### src/pkg/qas_pkg.sv
// Shared constants and types for the four-converter summing pipeline
package qas_pkg;
	localparam int unsigned QAS_N_CONV = 4;
	localparam int unsigned QAS_IN_W = 16;
	localparam int unsigned QAS_OUT_W = 16;
	localparam int unsigned QAS_LATENCY = 10;
	localparam int unsigned QAS_FIFO_DEPTH = 16;
	localparam logic [15:0] QAS_CODE_MIN = 16'h0000;
	localparam logic [15:0] QAS_CODE_MID = 16'h8000;
	localparam logic [15:0] QAS_CODE_MAX = 16'hFFFF;
	localparam logic [15:0] QAS_WORD_RST = 16'h0000;
	localparam logic QAS_VALID_RST = 1'b0;
	typedef logic [QAS_OUT_W-1:0] qas_word_t;
endpackage : qas_pkg

### src/rtl/qas_fifo.sv
// Show-ahead flip-flop FIFO with valid and ready on both sides
`timescale 1ns/10ps
module qas_fifo #(
	parameter int unsigned W = 16,
	parameter int unsigned DEPTH = 16
) (
	// Clock, reset, enable
	input wire logic clk,
	input wire logic rst_n,
	input wire logic ce,
	// Fill side
	input wire logic in_valid,
	output logic in_ready,
	input wire logic [W-1:0] in_data,
	// Drain side
	output logic out_valid,
	input wire logic out_ready,
	output logic [W-1:0] out_data
);
	import qas_pkg::*;
	localparam int unsigned AW = $clog2(DEPTH);

	logic [AW:0] wr_q;
	logic [AW:0] rd_q;
	logic [W-1:0] mem_q [DEPTH];
	wire full = (wr_q[AW] != rd_q[AW]) && (wr_q[AW-1:0] == rd_q[AW-1:0]);
	wire empty = (wr_q == rd_q);
	wire push = ce & in_valid & ~full;
	wire pop = ce & ~empty & out_ready;

	assign in_ready = ~full;
	assign out_valid = ~empty;
	assign out_data = mem_q[rd_q[AW-1:0]];

	////////////////////////////////////////////////////////////////////////
	always_ff @(posedge clk or negedge rst_n) begin
		if (!rst_n) begin
			wr_q <= '0;
			rd_q <= '0;
		end else begin
			if (push) begin
				wr_q <= wr_q + (AW+1)'(1);
			end
			if (pop) begin
				rd_q <= rd_q + (AW+1)'(1);
			end
		end
	end

	for (genvar e = 0; e < DEPTH; e++) begin : g_entry
		always_ff @(posedge clk or negedge rst_n) begin
			if (!rst_n) begin
				mem_q[e] <= W'(QAS_WORD_RST);
			end else if (push && (wr_q[AW-1:0] == AW'(e))) begin
				mem_q[e] <= in_data;
			end
		end
	end
endmodule : qas_fifo

### src/rtl/qas_sum_pipeline.sv
// Four-converter summing pipeline with output FIFO
`timescale 1ns/10ps
module qas_sum_pipeline #(
	parameter int unsigned IN_W = qas_pkg::QAS_IN_W,
	parameter int unsigned LAT = qas_pkg::QAS_LATENCY,
	parameter int unsigned FIFO_DEPTH = qas_pkg::QAS_FIFO_DEPTH
) (
	// Clock, reset, enable
	input wire logic CLK,
	input wire logic RST_N,
	input wire logic CE,
	// Converter results
	input wire logic IN_VALID,
	input wire logic [IN_W-1:0] CONV0_DATA,
	input wire logic [IN_W-1:0] CONV1_DATA,
	input wire logic [IN_W-1:0] CONV2_DATA,
	input wire logic [IN_W-1:0] CONV3_DATA,
	// Input flow status
	output logic SAMPLE_READY,
	output logic OVERRUN,
	// Summed output
	output qas_pkg::qas_word_t DOUT,
	output logic OUTPUT_VALID_STROBE,
	input wire logic OUT_READY
);
	import qas_pkg::*;

	localparam int unsigned SUM_W = IN_W + 2;
	localparam int unsigned NDLY = LAT - 2;
	localparam logic [IN_W-1:0] IN_MID = {1'b1, {(IN_W-1){1'b0}}};
	localparam logic [IN_W-1:0] IN_MAX = {IN_W{1'b1}};
	localparam logic [IN_W-1:0] IN_MIN = {IN_W{1'b0}};

	////////////////////////////////////////////////////////////////////////
	// Flow control
	logic [LAT-1:0] vld_q;
	logic [LAT-1:0] vld_d;
	logic fifo_in_ready;
	logic overrun_q;
	wire adv = CE & (~vld_q[LAT-1] | fifo_in_ready);
	wire take = adv & IN_VALID;
	wire drop = CE & IN_VALID & ~adv;

	assign SAMPLE_READY = adv;
	assign OVERRUN = overrun_q;
	assign vld_d = {vld_q[LAT-2:0], IN_VALID};

	always_ff @(posedge CLK or negedge RST_N) begin
		if (!RST_N) begin
			vld_q <= {LAT{QAS_VALID_RST}};
		end else if (adv) begin
			vld_q <= vld_d;
		end
	end

	always_ff @(posedge CLK or negedge RST_N) begin
		if (!RST_N) begin
			overrun_q <= QAS_VALID_RST;
		end else if (CE) begin
			overrun_q <= drop;
		end
	end

	////////////////////////////////////////////////////////////////////////
	// Input capture, all four on one edge
	logic [IN_W-1:0] conv_in [QAS_N_CONV];
	logic [IN_W-1:0] cnv_q [QAS_N_CONV];

	assign conv_in[0] = CONV0_DATA;
	assign conv_in[1] = CONV1_DATA;
	assign conv_in[2] = CONV2_DATA;
	assign conv_in[3] = CONV3_DATA;

	for (genvar k = 0; k < QAS_N_CONV; k++) begin : g_conv
		always_ff @(posedge CLK or negedge RST_N) begin
			if (!RST_N) begin
				cnv_q[k] <= '0;
			end else if (adv) begin
				cnv_q[k] <= conv_in[k];
			end
		end
	end

	////////////////////////////////////////////////////////////////////////
	// Ripple-carry adders: two pair sums, then the final sum
	wire [SUM_W-1:0] op0 = {2'b00, cnv_q[0]};
	wire [SUM_W-1:0] op1 = {2'b00, cnv_q[1]};
	wire [SUM_W-1:0] op2 = {2'b00, cnv_q[2]};
	wire [SUM_W-1:0] op3 = {2'b00, cnv_q[3]};
	logic [SUM_W-1:0] p01_q;
	logic [SUM_W-1:0] p23_q;
	logic [SUM_W-1:0] s01;
	logic [SUM_W-1:0] s23;
	logic [SUM_W-1:0] sfin;
	logic [SUM_W:0] c01;
	logic [SUM_W:0] c23;
	logic [SUM_W:0] cfin;

	assign c01[0] = 1'b0;
	assign c23[0] = 1'b0;
	assign cfin[0] = 1'b0;

	for (genvar b = 0; b < SUM_W; b++) begin : g_rca
		assign s01[b] = op0[b] ^ op1[b] ^ c01[b];
		assign c01[b+1] = (op0[b] & op1[b]) | (c01[b] & (op0[b] ^ op1[b]));
		assign s23[b] = op2[b] ^ op3[b] ^ c23[b];
		assign c23[b+1] = (op2[b] & op3[b]) | (c23[b] & (op2[b] ^ op3[b]));
		assign sfin[b] = p01_q[b] ^ p23_q[b] ^ cfin[b];
		assign cfin[b+1] = (p01_q[b] & p23_q[b]) | (cfin[b] & (p01_q[b] ^ p23_q[b]));
	end

	// Divide by four keeps offset binary: midscale stays midscale
	wire qas_word_t sum_word = sfin[SUM_W-1 -: QAS_OUT_W];

	always_ff @(posedge CLK or negedge RST_N) begin
		if (!RST_N) begin
			p01_q <= '0;
			p23_q <= '0;
		end else if (adv) begin
			p01_q <= s01;
			p23_q <= s23;
		end
	end

	////////////////////////////////////////////////////////////////////////
	// Delay line up to the fixed latency
	qas_word_t pipe_q [NDLY];

	always_ff @(posedge CLK or negedge RST_N) begin
		if (!RST_N) begin
			pipe_q[0] <= QAS_WORD_RST;
		end else if (adv) begin
			pipe_q[0] <= sum_word;
		end
	end

	for (genvar j = 1; j < NDLY; j++) begin : g_dly
		always_ff @(posedge CLK or negedge RST_N) begin
			if (!RST_N) begin
				pipe_q[j] <= QAS_WORD_RST;
			end else if (adv) begin
				pipe_q[j] <= pipe_q[j-1];
			end
		end
	end

	////////////////////////////////////////////////////////////////////////
	// Output buffer
	qas_fifo #(
		.W(QAS_OUT_W),
		.DEPTH(FIFO_DEPTH)
	) u_fifo (
		.clk(CLK),
		.rst_n(RST_N),
		.ce(CE),
		.in_valid(vld_q[LAT-1]),
		.in_ready(fifo_in_ready),
		.in_data(pipe_q[NDLY-1]),
		.out_valid(OUTPUT_VALID_STROBE),
		.out_ready(OUT_READY),
		.out_data(DOUT)
	);

	////////////////////////////////////////////////////////////////////////
	// Checking helpers
	logic [4:0] adv_run_q;
	wire wr_fire = CE & vld_q[LAT-1] & fifo_in_ready;
	wire [SUM_W-1:0] raw_sum = {2'b00, CONV0_DATA} + {2'b00, CONV1_DATA} + {2'b00, CONV2_DATA} + {2'b00, CONV3_DATA};
	wire qas_word_t raw_word = raw_sum[SUM_W-1 -: QAS_OUT_W];
	wire all_mid = (CONV0_DATA == IN_MID) && (CONV1_DATA == IN_MID) && (CONV2_DATA == IN_MID) && (CONV3_DATA == IN_MID);
	wire all_max = (CONV0_DATA == IN_MAX) && (CONV1_DATA == IN_MAX) && (CONV2_DATA == IN_MAX) && (CONV3_DATA == IN_MAX);
	wire all_min = (CONV0_DATA == IN_MIN) && (CONV1_DATA == IN_MIN) && (CONV2_DATA == IN_MIN) && (CONV3_DATA == IN_MIN);
	wire full_run = (adv_run_q >= 5'(LAT));

	always_ff @(posedge CLK or negedge RST_N) begin
		if (!RST_N) begin
			adv_run_q <= '0;
		end else if (!adv) begin
			adv_run_q <= '0;
		end else if (adv_run_q != 5'h1F) begin
			adv_run_q <= adv_run_q + 5'h01;
		end
	end
endmodule : qas_sum_pipeline

### config.mk
export PLATFORM = sky130hd
export DESIGN_NAME = qas_sum_pipeline
export DESIGN_NICKNAME = d
export VERILOG_FILES = /design/src/pkg/qas_pkg.sv /design/src/rtl/qas_fifo.sv /design/src/rtl/qas_sum_pipeline.sv
export SDC_FILE = /design/constraint.sdc
export NUM_CORES = 1
export LEC_CHECK = 0
export ABC_CLOCK_PERIOD_IN_PS = 7000
export BUFFER_PORTS_ARGS = -buffer_cell sky130_fd_sc_hd__buf_2
export CORE_ASPECT_RATIO = 2
export CORE_MARGIN = 5
export CORE_UTILIZATION = 45
export DETAILED_ROUTE_END_ITERATION = 6
export PLACE_DENSITY = 0.64
export SYNTH_ARGS = -nofsm -noshare
export SYNTH_HDL_FRONTEND = slang
export SYNTH_SLANG_ARGS = --single-unit
export TNS_END_PERCENT = 100
### constraint.sdc
create_clock -name CLK -period 7 [get_ports CLK]
set_clock_uncertainty 0.05 [all_clocks]
set_input_delay 0.7 -clock CLK [delete_from_list [all_inputs] [get_ports CLK]]
set_output_delay 0.7 -clock CLK [all_outputs]
set_load 0.005 [all_outputs]
Word level (Yosys, flattened, before mapping)
Index checks and enable logic that the tools add are counted.

Register bits after elaboration: 503. Memories kept: 0. Bits in latches: 0. Bits in writable memories: 0. Output and inout port bits: 19. Bits in read-only memories: 0. Logic and storage cells: 323.

Add/subtract/negate cells: 2. Eq/ne operators: 18. Div/mod/pow operators: 0. $lt $le $gt $ge: 1. Bitwise logic cells: 247. Multiplexer cells: 3. Reduce and logical (&&, ||, !) cells: 18. Multipliers: 0. Shifts and indexed selects: 0.

Operator list (count): 1-bit AND (102); 1-bit bitwise XOR (93); 16-bit binary-select mux with 4-bit select (1); 1-bit OR (47); 4-bit equality test, second input constant (8); 16-bit two-way mux (2); 1-bit logical AND (17); 4-bit by 3-bit equality test with 1-bit output, second input constant (4); 5-bit by 1-bit adder with 5-bit output, second input constant (2); 4-bit by 2-bit equality test with 1-bit output, second input constant (2); 5-bit equality test (1); 5-bit >= comparator, second input constant (1); 4-bit inverter with 5-bit output (1); 4-bit by 1-bit equality test with 1-bit output, second input constant (1); 4-bit equality test (1); 4-bit zero test (1); 1-bit inverter (4); 1-bit != test (1).

Longest topological paths before layout
Depth in word-level cells: 33. Mapped depth: 21.

Cells and area by module
A second synthesis with hierarchy kept.

Cells, all modules: 1430. Area, all modules: 22708.0 sq um.

Modules (own cells, without submodules): qas_fifo (instances 1, area each 12428.2 sq um, cells each 838); qas_sum_pipeline (instances 1, area each 10279.9 sq um, cells each 592).

Worst setup path before layout
No wires, ideal clock.

Path kind: reg2reg. Start point: reg p01_q[1]. End point: reg pipe_q[126] (netlist name). Required time: 6.871 ns. Cell stages (with the launch flop): 22. Path buffers: 0. Setup time: 0.079 ns. Data arrival time: 6.575 ns. Path slack: 0.295 ns. Cell sequence: dfrtp_1 ha_1 a31o_2 fa_1 inv_1 fa_1 inv_1 fa_1 fa_1 fa_1 fa_1 fa_1 fa_1 fa_1 fa_1 fa_1 fa_1 fa_1 fa_1 inv_1 fa_1 mux2i_1.

Longest elaborated chain between the ends: 32.

RTL lines: start, declared (RTL line qas_sum_pipeline.sv:90) `logic [SUM_W-1:0] p01_q;`; start signal, assigned (RTL line qas_sum_pipeline.sv:117) `p01_q <= '0;`; start signal, assigned (RTL line qas_sum_pipeline.sv:120) `p01_q <= s01;`; 1-bit bitwise XOR (RTL line qas_sum_pipeline.sv:109) `assign cfin[b+1] = (p01_q[b] & p23_q[b]) | (cfin[b] & (p01_q[b] ^ p23_q[b]));`; 1-bit AND (RTL line qas_sum_pipeline.sv:109); 1-bit OR (*) (RTL line qas_sum_pipeline.sv:109); 1-bit AND (*) (RTL line qas_sum_pipeline.sv:109); 1-bit OR (*) (RTL line qas_sum_pipeline.sv:109); 1-bit AND (*) (RTL line qas_sum_pipeline.sv:109); 1-bit OR (*) (RTL line qas_sum_pipeline.sv:109); 1-bit AND (*) (RTL line qas_sum_pipeline.sv:109); (+16 left out); 1-bit OR (*) (RTL line qas_sum_pipeline.sv:109); 1-bit AND (*) (RTL line qas_sum_pipeline.sv:109); 1-bit OR (*) (RTL line qas_sum_pipeline.sv:109); 1-bit AND (*) (RTL line qas_sum_pipeline.sv:109); 1-bit OR (*) (RTL line qas_sum_pipeline.sv:109); 1-bit AND (*) (RTL line qas_sum_pipeline.sv:109); 1-bit OR (*) (RTL line qas_sum_pipeline.sv:109); 1-bit bitwise XOR (*) (RTL line qas_sum_pipeline.sv:108) `assign sfin[b] = p01_q[b] ^ p23_q[b] ^ cfin[b];`; end, declared (RTL line qas_sum_pipeline.sv:127) `qas_word_t pipe_q [NDLY];`.

Every way passes the cells marked *; elsewhere a longest branch is shown, timed or not. A chain may end at the register's enable or synchronous reset.

Worst setup path in the final report
Start point: reg cnv_q[32] (netlist name). End point: reg p01_q[15].

Longest elaborated chain between the ends: 30.

RTL lines: start, declared (RTL line qas_sum_pipeline.sv:67) `logic [IN_W-1:0] cnv_q [QAS_N_CONV];`; start signal, assigned by index (RTL line qas_sum_pipeline.sv:79) `cnv_q[k] <= conv_in[k];`; 1-bit AND (2 in a row) (RTL line qas_sum_pipeline.sv:105) `assign c01[b+1] = (op0[b] & op1[b]) | (c01[b] & (op0[b] ^ op1[b]));`; 1-bit OR (RTL line qas_sum_pipeline.sv:105); 1-bit AND (RTL line qas_sum_pipeline.sv:105); 1-bit OR (RTL line qas_sum_pipeline.sv:105); 1-bit AND (RTL line qas_sum_pipeline.sv:105); 1-bit OR (RTL line qas_sum_pipeline.sv:105); 1-bit AND (RTL line qas_sum_pipeline.sv:105); 1-bit OR (RTL line qas_sum_pipeline.sv:105); (+13 left out); 1-bit OR (RTL line qas_sum_pipeline.sv:105); 1-bit AND (RTL line qas_sum_pipeline.sv:105); 1-bit OR (RTL line qas_sum_pipeline.sv:105); 1-bit AND (RTL line qas_sum_pipeline.sv:105); 1-bit OR (RTL line qas_sum_pipeline.sv:105); 1-bit AND (RTL line qas_sum_pipeline.sv:105); 1-bit OR (RTL line qas_sum_pipeline.sv:105); 1-bit bitwise XOR (RTL line qas_sum_pipeline.sv:104) `assign s01[b] = op0[b] ^ op1[b] ^ c01[b];`.

No other way between the ends.

==> results.yml <==
cells_and_area:
  fill_cells: 4314
  drive_gt1_share_pct: 48.5
  fin_util_pct: 50.3
  finalNonFillerCells: 2140
  area_growth_pct: 10.7
  nNetsFinal: 1580
  num_antenna_cells: 0
route:
  wl_per_cell_um: 21.4
  drt_wl_total_um: 45800
  drt.antenna.violating_nets: 0
  drc: 0
  vias: 11600
  viasPerCell: 5.41
  drt_pass1_iterations: 4
  drt_iter0_drc: 534
grt:
  grt_pass1_vias: 13100
  grt_max_degree: 172
  grt_pass1_wl_um: 74300
  grt_usage_pct: 17.1
  grt_overflow_total: 0
  antenna_found_initial: 1
cts:
  clock_latency_ps: 560
  cts_setup_buffers: 0
  cts-buffers-inserted: 46
  cts_tree: "built"
  cts_max_level: 2
  root_buffer: "clkbuf_16"
  clock-sinks: 503
  clkSlewWorstSetupHoldPaths_ps: 60
  clk_path_buf_depth: 3
sta:
  fmax_ghz: 0.148
  fin_crit_sh_pct: 96.6
  fin_setup_tns_ps: 0
  fin_crit_ps: 6760
  rsz0062_at_grt: "no"
  final-max-slew-violation-count: 0
  report.final.hold_viol_count: 0
  slew-limit-headroom_pct: 36.0
  finalSetupViolations: 0
  worstMarginPinSlew_ps: 960
yosys:
  synth-main-ff-cell: "dfrtp_1"
  synth_edf_count: 0
  yosysMostFrequentCell: "dfrtp_1"
  async_flop_share_pct: 100
  netlist_area_um2: 22700
  ys_seq_elements: 503
  syn_avg_cell_area_um2: 16.4
  synthesis.nets: 1507
  yosysTopAreaCell: "dfrtp_1"
  ys_seq_area_share_pct: 55.5
  synth.top_cells.by_area: "dfrtp_1 (55%), mux2_2 (20%), mux4_2 (4.8%), fa_1 (4.0%), mux2_4 (3.4%)"
  yosys.cell_types.count: 41
  synthCells: 1385
  synthTopCellsByCount: "dfrtp_1 (503), mux2_2 (402), mux2i_1 (57)"
  yosysTopAreaCellShare_pct: 55.5
  yosysWarnings: 0
critical_path:
  rr_worst_depth: 20
  critical_path_class: "reg2reg"
  crit_fanout: 2
  endpoint_kind: "register"
  startpoint_type: "register"
  cp_slowest_cell: "fa_1"
  cpLargestDelayFamily: "adder cells"
  arrival_ps: 7190
  cp_num_cells: 20
  crit_path_start: "cnv_q[32]"
  required_ps: 7430
  timing.critical_path.cells: "ha_1 > fa_1 > fa_1 > fa_1 > inv_1 > fa_1 > inv_1 > fa_1 > fa_1 > fa_1 > fa_1 > fa_1 > fa_2 > fa_1 > fa_1 > fa_1 > fa_1 > inv_1 > fa_1 > mux2i_1"
  cpPeakStageDelay_ps: 430
  r2r-end: "p01_q[15]"
  worst-r2r-setup-slack_ps: 240
  cpMostUsedCell: "fa_1"
  path_buf_inv: 3
  r2r_start: "cnv_q[32]"
power:
  total_power_mw: 10.8
  power_density_nw_per_um2: 428
  peakVddDrop_mv: 0.207
  p_leak_nw: 11.4
run_status:
  outcome: "finished clean"
place:
  dp.cells: 2059
  dp_hpwl_um: 28400
  io_buffers: 87
  gp_congestion: 0.725
die:
  die_h_um: 328
  die_x_um: 169
  fp-row-count: 116
  io_pins: 88
  die_area_um2: 55300
  core_um2: 49900
  start_util_pct: 45.4
hold_path:
  min_path_type: "in2async"
flow_run:
  drv_cap: 0
how the worst max path moves through the flow:
stage | end
after global routing | p01_q[15]
after detailed placement | pipe_q[126]
final | p01_q[15]
after CTS | pipe_q[126]
after global placement | pipe_q[126]
after floorplan | pipe_q[126]
flip-flops by register name, indices dropped and copies added (netlist names), 5 cells and up:
register / flops
p23_q: 17
pipe_q: 128
vld_q: 10
p01_q: 17
cnv_q: 64
u_fifo.rd_q: 5
u_fifo.mem_q: 256
u_fifo.wr_q: 5
final cells by class:
cell class | count | area (µm²) | area share (%)
Clock buffer | 66 | 1360 | 5.41
Clock inverter | 15 | 160 | 0.638
Inverter | 32 | 120 | 0.478
Multi-Input combinational cell | 762 | 9390 | 37.4
Sequential cell | 503 | 12600 | 50.1
Tap cell | 649 | 812 | 3.23
Timing Repair Buffer | 113 | 678 | 2.70
per-layer routing:
metal  wire length, µm  global-route usage (%)
met1             17600                    20.2
met2             25300                    31.2
met3              1510                    2.44
met4              1390                    6.23
met5                20                       0
layout by cell type, fill, tap and decap left out, types with 4 or more instances in the layout:
cell        synthesis  routed
dfrtp_1           503     501
mux2_2            402     402
buf_2              12      86
mux2i_1            57      57
mux2_4             51      51
clkbuf_16           0      49
mux4_2             48      48
fa_1               45      36
inv_1              32      32
mux2_1             31      31
buf_4              21      23
o21ai_0            17      17
a22oi_1            16      16
a32oi_1            16      16
nor3_4             13      13
nand2_1            11      11
clkbuf_1           31      10
xor2_1              9       9
fa_2                0       9
ha_1                8       8
clkinv_2            0       8
clkbuf_8            0       7
a21oi_1             6       6
nand2b_1            4       4
nand4_4             4       4
clkinvlp_4          0       4
through the flow:
stage               setup WS, ps  cell area (µm²)  hold slack, ps
CTS                         4.55            25100            96.5
global placement           -71.2            23600             414
finish                       240            25100            75.0
floorplan                    295            22700             354
global route                23.5            25100             121
detailed placement          -106            23600             428
cell families after synthesis:
| family | synth area share, % |
|---|---|
| buf+inv | 3.26 |
| mux | 32.2 |
| xor+xnor | 0.651 |
| compound gates | 1.85 |
| fa+ha+maj | 4.41 |
| flops | 55.5 |
| simple gates | 2.18 |
worst reg2reg max path: cells and delay by family, from the launching register on:
family	cells	cell delay, ps
flip-flops	1	390
multiplexers	1	150
adder cells (fa/ha/maj)	16	5920
buffers and inverters	3	210
report_power, final:
part	switching, mW	internal (mW)
sequential	0.901	4.03
combinational	1.43	1.84
clock	1.08	1.46
repair_timing:
action,in CTS,in global routing
gates resized for setup,2,7
hold endpoints to repair,0,0
setup endpoints to repair,1,3
hold buffers,0,0
(Power assumes the default switching activity.)
